$ cat config.mk
export PLATFORM = sky130hd
export DESIGN_NAME = load_command_object_bank
export DESIGN_NICKNAME = d
export VERILOG_FILES = /design/src/logic/load_bank_pkg.sv /design/src/logic/load_command_object_bank.sv
export SDC_FILE = /design/constraint.sdc
export NUM_CORES = 1
export LEC_CHECK = 0
export BUFFER_PORTS_ARGS = -buffer_cell sky130_fd_sc_hd__clkbuf_2
export CAP_MARGIN = 20
export CORE_MARGIN = 8
export CORE_UTILIZATION = 50
export CTS_BUF_LIST = sky130_fd_sc_hd__clkbuf_2 sky130_fd_sc_hd__clkbuf_4 sky130_fd_sc_hd__clkbuf_8
export DETAILED_ROUTE_END_ITERATION = 10
export PLACE_DENSITY_LB_ADDON = 0.3
export SLEW_MARGIN = 10
export SYNTH_ARGS = -nofsm -noshare
export SYNTH_HDL_FRONTEND = slang
export SYNTH_SLANG_ARGS = --single-unit
$ cat constraint.sdc
create_clock -name clk -period 17.8 [get_ports clk]
set_clock_uncertainty 0.05 [all_clocks]
set_input_delay 0 -clock clk [delete_from_list [all_inputs] [get_ports clk]]
set_output_delay 0 -clock clk [all_outputs]
set_load 0.02 [all_outputs]
$ cat src/logic/load_bank_pkg.sv
// Constants and types shared by the command-object bank.
// Assumes a single 20 MHz clock and one request at a time.
package load_bank_pkg;

  // Object instances used on the request port
  localparam logic [15:0] INST_STATUS      = 16'h000d;
  localparam logic [15:0] INST_OUT_EN_WR   = 16'h000f;
  localparam logic [15:0] INST_OUT_EN_RD   = 16'h0010;
  localparam logic [15:0] INST_MEAS_CUR    = 16'h0101;
  localparam logic [15:0] INST_MEAS_VOLT   = 16'h0102;
  localparam logic [15:0] INST_MEAS_PWR    = 16'h0103;
  localparam logic [15:0] INST_CUR_TGT_WR  = 16'h0201;
  localparam logic [15:0] INST_CUR_TGT_RD  = 16'h0202;
  localparam logic [15:0] INST_VOLT_TGT_WR = 16'h0203;
  localparam logic [15:0] INST_VOLT_TGT_RD = 16'h0204;
  localparam logic [15:0] INST_PWR_TGT_WR  = 16'h0205;
  localparam logic [15:0] INST_PWR_TGT_RD  = 16'h0206;
  localparam logic [15:0] INST_CUR_HI_WR   = 16'h0301;
  localparam logic [15:0] INST_CUR_HI_RD   = 16'h0302;
  localparam logic [15:0] INST_VOLT_HI_WR  = 16'h0303;
  localparam logic [15:0] INST_VOLT_HI_RD  = 16'h0304;
  localparam logic [15:0] INST_PWR_HI_WR   = 16'h0305;
  localparam logic [15:0] INST_PWR_HI_RD   = 16'h0306;
  localparam logic [15:0] INST_VOLT_LO_WR  = 16'h0307;
  localparam logic [15:0] INST_VOLT_LO_RD  = 16'h0308;
  localparam logic [15:0] INST_CUR_UP_WR   = 16'h0401;
  localparam logic [15:0] INST_CUR_UP_RD   = 16'h0402;
  localparam logic [15:0] INST_VOLT_UP_WR  = 16'h0403;
  localparam logic [15:0] INST_VOLT_UP_RD  = 16'h0404;
  localparam logic [15:0] INST_PWR_UP_WR   = 16'h0405;
  localparam logic [15:0] INST_PWR_UP_RD   = 16'h0406;
  localparam logic [15:0] INST_CUR_DN_WR   = 16'h0409;
  localparam logic [15:0] INST_CUR_DN_RD   = 16'h040a;

  // Second status word field positions
  localparam int ST_PHASE_MISSING = 0;
  localparam int ST_FUSE_OPEN     = 1;
  localparam int ST_FAN_STALL     = 2;
  localparam int ST_TEMP_LO       = 4;
  localparam int ST_BAD_RATING    = 16;
  localparam int ST_FW_MISMATCH   = 17;

  // Trip order inside the trip vectors
  localparam int TRIP_CUR_HI  = 0;
  localparam int TRIP_VOLT_HI = 1;
  localparam int TRIP_PWR_HI  = 2;
  localparam int TRIP_VOLT_LO = 3;

  // Consecutive out-of-range samples before a trip
  localparam logic [2:0] TRIP_SAMPLES = 3'h4;

  // Slew clamp bounds and reset values (IEEE single)
  localparam logic [31:0] SLEW_MIN     = 32'h3c23d70a; // 0.01
  localparam logic [31:0] SLEW_MAX     = 32'h447a0000; // 1000.0
  localparam logic [31:0] TGT_RESET    = 32'h00000000;
  localparam logic [31:0] HI_LIM_RESET = 32'h7f7fffff; // largest float
  localparam logic [31:0] LO_LIM_RESET = 32'h00000000;

  // Slew keywords carried with a Set request
  localparam logic [1:0] KW_NONE    = 2'h0;
  localparam logic [1:0] KW_FASTEST = 2'h1;
  localparam logic [1:0] KW_SLOWEST = 2'h2;

  // Regulation modes reported by the control loop
  localparam logic [1:0] MODE_CC = 2'h0;
  localparam logic [1:0] MODE_CV = 2'h1;
  localparam logic [1:0] MODE_CP = 2'h2;

  typedef enum logic [0:0] {RSP_IDLE, RSP_WORD1} rsp_phase_e;

endpackage

$ cat src/logic/load_command_object_bank.sv
// Command-object bank: set-points, trip limits, slew settings,
// averaged readings and the second live status word.
// Assumes requests and readings come from logic on clk; the nine
// fault inputs come from pins and are synchronised here.
//
// Notes on behaviour
// - Status bits 0,1,2,16,17 carry system faults
// - Status bits 4..7 carry temperature faults
// - Status at 13 is live, two words, unlatched
// - Output enable: write 15, read 16
// - Get 257 returns averaged current
// - Get 258 returns voltage, sense when remote
// - Get 259 returns averaged power
// - Current target: write 513, read 514
// - Voltage target: write 515, read 516
// - Power target: write 517, read 518
// - Current high limit 769/770, trips input
// - Voltage high limit 771/772, trips input
// - Power high limit 773/774, trips input
// - Voltage low limit 775/776, trips input
// - Current rise slew 1025/1026, CC only
// - Voltage rise slew 1027/1028, CV only
// - Power rise slew 1029/1030, CP only
// - Current fall slew 1033/1034, CC only
// - Slew keywords and clamping to bounds
`timescale 1ns/10ps
module load_command_object_bank
  import load_bank_pkg::*;
(
  // Clock and reset
  input  wire logic        clk,
  input  wire logic        rst,
  // Request port
  input  wire logic        req_valid,
  input  wire logic        req_set,
  input  wire logic [15:0] req_instance,
  input  wire logic [31:0] req_data,
  input  wire logic [1:0]  req_keyword,
  // Answer port
  output logic             rsp_valid,
  output logic             rsp_last,
  output logic             rsp_error,
  output logic [31:0]      rsp_data,
  // Averaged readings from the measurement path
  input  wire logic        meas_valid,
  input  wire logic [31:0] meas_current,
  input  wire logic [31:0] meas_voltage,
  input  wire logic [31:0] meas_power,
  input  wire logic [31:0] sense_voltage,
  input  wire logic        sense_remote,
  // Regulation state and first status word
  input  wire logic [1:0]  reg_mode,
  input  wire logic [31:0] status_word0,
  // Fault pins, asynchronous
  input  wire logic        phase_missing_flag,
  input  wire logic        input_fuse_open_flag,
  input  wire logic        fan_stall_flag,
  input  wire logic        power_stage_overtemp,
  input  wire logic        output_filter_overtemp,
  input  wire logic        output_cap_overtemp,
  input  wire logic        transformer_overtemp,
  input  wire logic        bad_system_rating_flag,
  input  wire logic        firmware_mismatch_flag,
  // Power stage controls
  output logic             output_enable,
  output logic             input_disconnect,
  output logic [3:0]       trip_flags,
  output logic [31:0]      active_target,
  output logic [31:0]      active_rise_slew,
  output logic [31:0]      active_fall_slew
);

  typedef struct packed {
    // Fault pins, two synchroniser stages
    logic [8:0]       pin_meta;
    logic [8:0]       pin_sync;

    // Output enable, disconnect and sticky trips
    logic             out_en;
    logic             disc;
    logic [3:0]       trip;
    logic [3:0][2:0]  cnt;

    // Values held for the host
    logic [31:0]      cur_tgt;
    logic [31:0]      volt_tgt;
    logic [31:0]      pwr_tgt;
    logic [3:0][31:0] lim;
    logic [31:0]      cur_up;
    logic [31:0]      volt_up;
    logic [31:0]      pwr_up;
    logic [31:0]      cur_dn;

    // Second status beat, captured with the first
    logic [31:0]      stat1_hold;
    rsp_phase_e       phase;

    // Registered answer port
    logic             rv;
    logic             rl;
    logic             re;
    logic [31:0]      rd;

    // Values in force for the present mode
    logic [31:0]      act_tgt;
    logic [31:0]      act_up;
    logic [31:0]      act_dn;
  } state_s;

  state_s st_reg;
  state_s st_next;

  // Maps a float to a key whose unsigned order is numeric order
  // Negative floats flip every bit; NaN has no defined place
  function automatic logic [31:0] fkey(input logic [31:0] f);
    fkey = f[31] ? ~f : (f | 32'h80000000);
  endfunction

  function automatic logic fgt(input logic [31:0] a,
                               input logic [31:0] b);
    fgt = fkey(a) > fkey(b);
  endfunction

  // Slew write: keywords pick a bound, others clamp into range
  function automatic logic [31:0] slew_val(input logic [31:0] v,
                                           input logic [1:0]  kw);
    if (kw == KW_FASTEST) begin
      slew_val = SLEW_MAX;
    end else if (kw == KW_SLOWEST) begin
      slew_val = SLEW_MIN;
    end else if (fgt(SLEW_MIN, v)) begin
      slew_val = SLEW_MIN;
    end else if (fgt(v, SLEW_MAX)) begin
      slew_val = SLEW_MAX;
    end else begin
      slew_val = v;
    end
  endfunction

  // Combinational helpers, all on clk
  logic [31:0] volt_rpt;
  logic [31:0] stat1;
  logic [3:0]  over;
  logic        wr;
  logic        rd;
  logic        hit;

  // Reported voltage follows the sense terminals when remote
  assign volt_rpt = sense_remote ? sense_voltage : meas_voltage;

  // Second status word; unused positions are hard zero
  always_comb begin
    stat1 = 32'h00000000;
    stat1[ST_PHASE_MISSING] = st_reg.pin_sync[0];
    stat1[ST_FUSE_OPEN]     = st_reg.pin_sync[1];
    stat1[ST_FAN_STALL]     = st_reg.pin_sync[2];
    stat1[ST_TEMP_LO+3:ST_TEMP_LO] = st_reg.pin_sync[6:3];
    stat1[ST_BAD_RATING]    = st_reg.pin_sync[7];
    stat1[ST_FW_MISMATCH]   = st_reg.pin_sync[8];
  end

  // Out-of-range test for each trip on the present sample
  always_comb begin
    over = 4'h0;
    over[TRIP_CUR_HI]  = fgt(meas_current, st_reg.lim[TRIP_CUR_HI]);
    over[TRIP_VOLT_HI] = fgt(volt_rpt, st_reg.lim[TRIP_VOLT_HI]);
    over[TRIP_PWR_HI]  = fgt(meas_power, st_reg.lim[TRIP_PWR_HI]);
    over[TRIP_VOLT_LO] = fgt(st_reg.lim[TRIP_VOLT_LO], volt_rpt);
  end

  // Nothing is taken while the second status beat is due
  assign wr = req_valid && req_set && (st_reg.phase == RSP_IDLE);
  assign rd = req_valid && !req_set && (st_reg.phase == RSP_IDLE);

  // Next-state logic for the whole bank
  always_comb begin
    st_next = st_reg;
    hit     = 1'b1;
    // Fault pins cross into clk through two flops
    st_next.pin_meta = {firmware_mismatch_flag, bad_system_rating_flag,
                        transformer_overtemp, output_cap_overtemp,
                        output_filter_overtemp, power_stage_overtemp,
                        fan_stall_flag, input_fuse_open_flag,
                        phase_missing_flag};
    st_next.pin_sync = st_reg.pin_meta;
    st_next.rv = 1'b0;
    st_next.rl = 1'b0;
    st_next.re = 1'b0;
    st_next.rd = 32'h00000000;

    // Set services; a Set at a read instance is refused
    if (wr) begin
      unique case (req_instance)
        INST_OUT_EN_WR: begin
          st_next.out_en = req_data[0];
          if (req_data[0]) begin
            st_next.trip = 4'h0;
            st_next.disc = 1'b0;
          end
        end

        // Targets and limits are stored exactly as written
        INST_CUR_TGT_WR:  st_next.cur_tgt = req_data;
        INST_VOLT_TGT_WR: st_next.volt_tgt = req_data;
        INST_PWR_TGT_WR:  st_next.pwr_tgt = req_data;
        INST_CUR_HI_WR:   st_next.lim[TRIP_CUR_HI] = req_data;
        INST_VOLT_HI_WR:  st_next.lim[TRIP_VOLT_HI] = req_data;
        INST_PWR_HI_WR:   st_next.lim[TRIP_PWR_HI] = req_data;
        INST_VOLT_LO_WR:  st_next.lim[TRIP_VOLT_LO] = req_data;

        // Slews pass the keyword and clamp stage first
        INST_CUR_UP_WR:
          st_next.cur_up = slew_val(req_data, req_keyword);
        INST_VOLT_UP_WR:
          st_next.volt_up = slew_val(req_data, req_keyword);
        INST_PWR_UP_WR:
          st_next.pwr_up = slew_val(req_data, req_keyword);
        INST_CUR_DN_WR:
          st_next.cur_dn = slew_val(req_data, req_keyword);
        default: hit = 1'b0;
      endcase
      st_next.rv = 1'b1;
      st_next.rl = 1'b1;
      st_next.re = !hit;
    end

    // Get services; status takes two beats, word 0 first
    if (rd) begin
      unique case (req_instance)
        INST_STATUS: begin
          st_next.rd = status_word0;
          st_next.stat1_hold = stat1;
          st_next.phase = RSP_WORD1;
        end
        INST_OUT_EN_RD:   st_next.rd = {31'h0, st_reg.out_en};

        // Readings are taken at the request edge
        INST_MEAS_CUR:    st_next.rd = meas_current;
        INST_MEAS_VOLT:   st_next.rd = volt_rpt;
        INST_MEAS_PWR:    st_next.rd = meas_power;

        // Stored values read back unchanged
        INST_CUR_TGT_RD:  st_next.rd = st_reg.cur_tgt;
        INST_VOLT_TGT_RD: st_next.rd = st_reg.volt_tgt;
        INST_PWR_TGT_RD:  st_next.rd = st_reg.pwr_tgt;
        INST_CUR_HI_RD:   st_next.rd = st_reg.lim[TRIP_CUR_HI];
        INST_VOLT_HI_RD:  st_next.rd = st_reg.lim[TRIP_VOLT_HI];
        INST_PWR_HI_RD:   st_next.rd = st_reg.lim[TRIP_PWR_HI];
        INST_VOLT_LO_RD:  st_next.rd = st_reg.lim[TRIP_VOLT_LO];
        INST_CUR_UP_RD:   st_next.rd = st_reg.cur_up;
        INST_VOLT_UP_RD:  st_next.rd = st_reg.volt_up;
        INST_PWR_UP_RD:   st_next.rd = st_reg.pwr_up;
        INST_CUR_DN_RD:   st_next.rd = st_reg.cur_dn;
        default:          hit = 1'b0;
      endcase
      st_next.rv = 1'b1;
      st_next.rl = (req_instance != INST_STATUS);
      st_next.re = !hit;
    end

    // Second beat of a status read; no bit is cleared by it
    if (st_reg.phase == RSP_WORD1) begin
      st_next.rv    = 1'b1;
      st_next.rl    = 1'b1;
      st_next.rd    = st_reg.stat1_hold;
      st_next.phase = RSP_IDLE;
    end

    // Trip qualification: count consecutive bad samples
    // The count saturates so it cannot wrap below the trip point
    if (meas_valid) begin
      for (int i = 0; i < 4; i++) begin
        if (!over[i]) begin
          st_next.cnt[i] = 3'h0;
        end else if (st_reg.cnt[i] != TRIP_SAMPLES) begin
          st_next.cnt[i] = st_reg.cnt[i] + 3'h1;
        end
        // Set wins over a clear written in the same cycle; a fault
        // that outlasts a re-enable trips again on its next sample
        if (over[i] && (st_reg.cnt[i] >= TRIP_SAMPLES - 3'h1)) begin
          st_next.trip[i] = 1'b1;
          st_next.disc    = 1'b1;
          st_next.out_en  = 1'b0;
        end
      end
    end

    // Regulation mode picks which target and slews are in force
    // CV and CP have no falling slew of their own in this block
    unique case (reg_mode)
      MODE_CC: begin
        st_next.act_tgt = st_reg.cur_tgt;
        st_next.act_up  = st_reg.cur_up;
        st_next.act_dn  = st_reg.cur_dn;
      end

      MODE_CV: begin
        st_next.act_tgt = st_reg.volt_tgt;
        st_next.act_up  = st_reg.volt_up;
        st_next.act_dn  = SLEW_MAX;
      end

      MODE_CP: begin
        st_next.act_tgt = st_reg.pwr_tgt;
        st_next.act_up  = st_reg.pwr_up;
        st_next.act_dn  = SLEW_MAX;
      end

      default: begin
        // Unknown mode: hold safe zero target, fastest slews
        st_next.act_tgt = TGT_RESET;
        st_next.act_up  = SLEW_MAX;
        st_next.act_dn  = SLEW_MAX;
      end
    endcase
  end

  // State register
  always_ff @(posedge clk or posedge rst) begin
    if (rst) begin
      // Pins read as clear until two edges after release
      st_reg.pin_meta   <= 9'h000;
      st_reg.pin_sync   <= 9'h000;
      st_reg.out_en     <= 1'b0;
      st_reg.disc       <= 1'b0;
      st_reg.trip       <= 4'h0;
      st_reg.cnt        <= '0;

      // Targets idle at zero, limits wide open, slews fastest
      st_reg.cur_tgt    <= TGT_RESET;
      st_reg.volt_tgt   <= TGT_RESET;
      st_reg.pwr_tgt    <= TGT_RESET;
      st_reg.lim[TRIP_CUR_HI]  <= HI_LIM_RESET;
      st_reg.lim[TRIP_VOLT_HI] <= HI_LIM_RESET;
      st_reg.lim[TRIP_PWR_HI]  <= HI_LIM_RESET;
      st_reg.lim[TRIP_VOLT_LO] <= LO_LIM_RESET;
      st_reg.cur_up     <= SLEW_MAX;
      st_reg.volt_up    <= SLEW_MAX;
      st_reg.pwr_up     <= SLEW_MAX;
      st_reg.cur_dn     <= SLEW_MAX;

      // Answer port quiet, no beat pending
      st_reg.stat1_hold <= 32'h00000000;
      st_reg.phase      <= RSP_IDLE;
      st_reg.rv         <= 1'b0;
      st_reg.rl         <= 1'b0;
      st_reg.re         <= 1'b0;
      st_reg.rd         <= 32'h00000000;
      st_reg.act_tgt    <= TGT_RESET;
      st_reg.act_up     <= SLEW_MAX;
      st_reg.act_dn     <= SLEW_MAX;
    end else begin
      st_reg <= st_next;
    end
  end

  // Outputs straight from the state flops
  assign rsp_valid        = st_reg.rv;
  assign rsp_last         = st_reg.rl;
  assign rsp_error        = st_reg.re;
  assign rsp_data         = st_reg.rd;

  // Power stage controls
  assign output_enable    = st_reg.out_en;
  assign input_disconnect = st_reg.disc;
  assign trip_flags       = st_reg.trip;
  assign active_target    = st_reg.act_tgt;
  assign active_rise_slew = st_reg.act_up;
  assign active_fall_slew = st_reg.act_dn;

endmodule

-- Yosys cells after proc, flatten, opt, wreduce, memory -nomap -nowiden
Cells that the tools add are included.
- multiplexer cells: 44
- order comparisons: 10
- add/subtract/negate cells: 4
- equal/unequal tests: 41
- reductions and logical operators: 33
- bitwise operators: 9
- operators with widths (cell ; number):
    case mux 32 bit (16 select lines) ; 1
    2-to-1 mux 32 bit ; 14
    case mux 96 bit (3 select lines) ; 1
    NOT 32 bit ; 8
    == test 16 x 10 -> 1 bit (second input constant) ; 14
    == test 16 x 11 -> 1 bit (second input constant) ; 8
    > comparator 32 bit ; 4
    == test 16 x 9 -> 1 bit (second input constant) ; 3
    2-to-1 mux 36 bit ; 1
    AND reduction 2 bit ; 17
    2-to-1 mux 3 bit ; 11
    == test 16 x 4 -> 1 bit (second input constant) ; 2
    > comparator 32 bit (first input constant) ; 1
    > comparator 32 bit (second input constant) ; 1
    2-to-1 mux 18 bit ; 1
    == test 16 x 5 -> 1 bit (second input constant) ; 1
    != test 16 x 4 -> 1 bit (second input constant) ; 1
    OR reduction 16 bit ; 1
    adder 3 x 1 -> 3 bit (second input constant) ; 4
    >= comparator 3 x 2 -> 1 bit (second input constant) ; 4
    2-to-1 mux 6 bit ; 2
    != test 3 bit (second input constant) ; 4
    OR reduction 12 bit ; 1
    2-to-1 mux 1 bit ; 9
    other kinds (10) ; 27
- output and inout port bits: 137
- register bits after elaboration: 529

-- Longest topological paths before layout
- depth after elaboration: 10
- mapped depth: 13

-- Worst setup path after synthesis
OpenSTA, ideal clock, no wires.
- path type: in2reg
- from: in sense_remote
- to: reg st_reg, in the netlist input_disconnect
- data required time: 17.631 ns
- cell stages on the path: 13
- path slack: 14.351 ns
- setup time: 0.119 ns
- data arrival time: 3.279 ns
- path buffers: 2
- path through: clkbuf_1 -> mux2i_1 -> clkbuf_1 -> xor2_1 -> inv_1 -> ha_1 -> a21oi_1 -> nand2_1 -> a21oi_1 -> or4b_2 -> a22oi_1 -> o221ai_1 -> a21bo_2
- RTL lines (item ; line ; source):
    from (decl) ; load_command_object_bank.sv:50 ; input wire logic sense_remote,
    to (decl) ; load_command_object_bank.sv:110 ; state_s st_reg;

==> summary.txt <==
Outcome
  – Status: finished clean

Cells and area
  – Area Growth Syn to Fin: 16.6%
  – Filler cells: 4988
  – Largest register FFs: 383
  – Share of cells above drive strength 1: 31.9%
  – Cell area after layout: roughly 35000 sq um
  – Fin nets: around 3400

Pwr
  – Pwr Density: roughly 81 nW/um^2
  – Pleak: approximately 16 nW
  – Peak VDD IR: about 0.057 mV

Synthesis
  – Synth Area in Compound Gates: between 15 and 20%
  – YS warnings: 0
  – Yosys reg bits: ~530
  – Post-synthesis mux area share: around a tenth
  – Ys flop type: dfrtp_1
  – Synth Instances: 2753
  – Synth unique cells: 77
  – Syn Area/Cell: approximately 11 sq um
  – Adder-cell share of the synthesized area: under 10%
  – Synth Net Count: 3124
  – Fraction of the yosys area taken by sequential cells: between 40% and 50%
  – Synth top area share: 33.5%
  – Post-Synth Simple-Gate Area: 10.1%
  – Top cells by area, synth: dfrtp_1 (34%), dfstp_2 (12%), mux2_2 (8.4%)
  – Post-synth top area cell: dfrtp_1
  – Largest family of logic cells by synthesized area: compound AO/OA/AOI/OAI gates
  – Async set or reset register ratio after synthesis: 100%
  – Xor/xnor share of the synthesized area: under 10%
  – Most frequent cell after synthesis: dfrtp_1
  – Post-synth top cells: dfrtp_1 (397), mux2_2 (220), nand2_1 (177)
  – Post-synth EDFFs: 0
  – Syn Std Cell Area: 29600 sq um

Critical path
  – Cells on worst reg2reg path: 9
  – CP Data Arrival Time: around 4.9 ns
  – Crit. End Element: register
  – Critical Path Source: req_instance[2]
  – CP endpoint: rsp_data[3]
  – Worst Setup Path Type: primary input to register
  – Worst Path Required: ~18 ns
  – CP peak stage delay: approximately 0.84 ns
  – Critical Path Start Type: primary input
  – FF-to-FF setup slack: ~14 ns
  – Crit-path slowest cell: nor3_4
  – Worst-path fanout max: 18
  – CP most frequent cell: dlygate4sd3_1
  – End of the worst register-to-register path: st_reg[523]
  – Crit-path cells: dlygate4sd3_1, clkbuf_2, nor2b_1, nand3b_1, nor3_4, buf_4, nand2_1, o21ai_0, a221oi_1, dlygate4sd3_1, a31oi_1, dlygate4sd3_1
  – Worst r2r src: st_reg[387]

Routing
  – Iter 0 DRT Violations: approximately 3300
  – Vias per cell: 6.44
  – WL final: 118000 microns
  – Final ANT Viol Nets: 0
  – Via Count: 25182
  – Drt first pass iters: 11
  – DRC viols: 0
  – Routed WL per cell: 30.1 microns

STA
  – Setup TNS: 0 ns
  – Slew HR: 17.1%
  – Tmin final: between 4 and 5 ns
  – Unrepaired setup endpoints after global routing: no
  – Fmax: around 230 MHz
  – Final setup fails: 0
  – Final hold viol count: 0
  – Fin crit share: ~24%
  – Slew Limit Fails: 0
  – Worst-Margin Slew: approximately 1.2 ns

Global routing
  – Largest net degree at the start of global routing: about 110
  – GRT Residual Overflow: 0
  – Antenna violations before repair: 12
  – Vias in the first global route: roughly 26000
  – First-pass GRT wire length: 169000 microns
  – GRT Util Overall: between 30% and 40%

Clock tree
  – Clock root cell: clkbuf_8
  – Clk_lat worst skew: 0.69 ns
  – H-tree levels: 3
  – TritonCTS clock tree: done
  – Clock buffer depth: 3
  – Num Clock Sinks: 529
  – PostCTS Resize Cnt: 0
  – Register clock-pin slew on the reported worst setup and hold paths: around 0.070 ns
  – TritonCTS Buffers: 89

Place
  – Placed inst area: slightly above 30000 sq um
  – Final GP Congestion: 1.02
  – HPWL Detailed: ~82000 microns
  – # port buffers: around 360

Floorplanning
  – Die ar.: between 60000 and 70000 sq um
  – Die width: between 200 and 300 microns
  – Core area: 58800 sq um
  – DIE HEIGHT: 259 microns
  – Initial core utilization: approximately half
  – Row Count: 89
  – IO Pins: 364

Min path
  – Hold crit path type: primary input to register
  – Hold Path Depth: 5

Run
  – Max cap viols: 0
-- how the worst min path moves through the flow --
stage	from	endpoint	slack [ns]
2_1_floorplan	phase_missing_flag	st_next[534]	-0.02
6_report	req_instance[5]	st_reg[346]	0.04
4_1_cts	meas_current[17]	rsp_data[17]	0.0001
3_5_place_dp	bad_system_rating_flag	st_next[541]	0.06
5_1_grt	meas_power[17]	rsp_data[17]	0.02
3_3_place_gp	bad_system_rating_flag	st_next[541]	0.06
-- placed cells by master, fill, tap and decap left out, types with 42 or more instances in the layout --
| cell type | instances |
|---|---|
| a221oi_1 | 61 |
| nor2_1 | 125 |
| nand4_1 | 46 |
| a222oi_1 | 88 |
| dlygate4sd3_1 | 131 |
| a21oi_1 | 94 |
| dfstp_2 | 132 |
| a22o_1 | 80 |
| o21ai_1 | 42 |
| mux2_2 | 220 |
| nand2_1 | 177 |
| xnor2_1 | 106 |
| buf_4 | 46 |
| o21ai_0 | 76 |
| a22oi_1 | 72 |
| dfrtp_1 | 394 |
| ha_1 | 140 |
| inv_1 | 59 |
| clkbuf_8 | 112 |
| clkbuf_2 | 363 |
| xor2_1 | 111 |
-- report_power, final --
group	internal, W	total, W	switching [W]
combinational	0.000116	0.000339	0.000222
sequential	0.00122	0.00124	0.0000162
clock	0.000708	0.00123	0.000518
total	0.00205	0.00280	0.000757
-- layer usage --
layer / routed length, microns / part of all wire [%] / global-route usage, % / up-vias
li1: - / - / - / 10641
met1: 42900 / 36 / 40.4 / 12445
met2: 53500 / 46 / 53.0 / 1649
met3: 10800 / 9.2 / 6.90 / 441
met4: 10400 / 8.8 / 25.8 / 6
met5: 32 / 0.027 / 0 / -
-- repair_timing --
action                     in CTS  in global routing
hold buffers                  131                  0
setup buffers                   0                  0
hold endpoints to repair      468                  0
setup endpoints to repair       0                  0
-- critical path: cells and delay by family --
kind                   cells  cell delay, ns
AOI/OAI and AO/OA          3            0.33
and+or+nand+nor            4            2.14
buffers and inverters      5            2.40
-- final cells by class --
class	count	area [sq um]	area share, %
Multi-Input combinational cell	1829	14300	41.5
Sequential cell	529	13400	38.8
Timing Repair Buffer	546	3560	10.3
Clock buffer	143	1770	5.14
Tap cell	773	967	2.80
Clock inverter	24	272	0.786
Inverter	60	233	0.674
Antenna cell	5	12.5	0.0362
-- through the flow --
| step | hold slack, ns | util [%] | setup WS [ns] | instances | total power, W |
|---|---|---|---|---|---|
| floorplan | -0.0186 | - | 3.19 | 2753 | 0.00145 |
| global placement | 0.0621 | 52.9 | 13.51 | 3600 | 0.00156 |
| detailed placement | 0.0627 | 52.9 | 13.47 | 3602 | 0.00157 |
| CTS | 0.000140 | 58.6 | 13.62 | 3900 | 0.00281 |
| global route | 0.0193 | 58.8 | 13.33 | 3909 | 0.00290 |
| finish | 0.0377 | 58.8 | 13.46 | 3909 | 0.00280 |
-- cell families after synthesis --
group / count (synthesis)
simple gates: 581
fa+ha+maj: 144
xor+xnor: 217
flops: 529
compound gates: 632
buf+inv: 395
mux: 255
No activity file was read; power rests on OpenSTA's default activity.
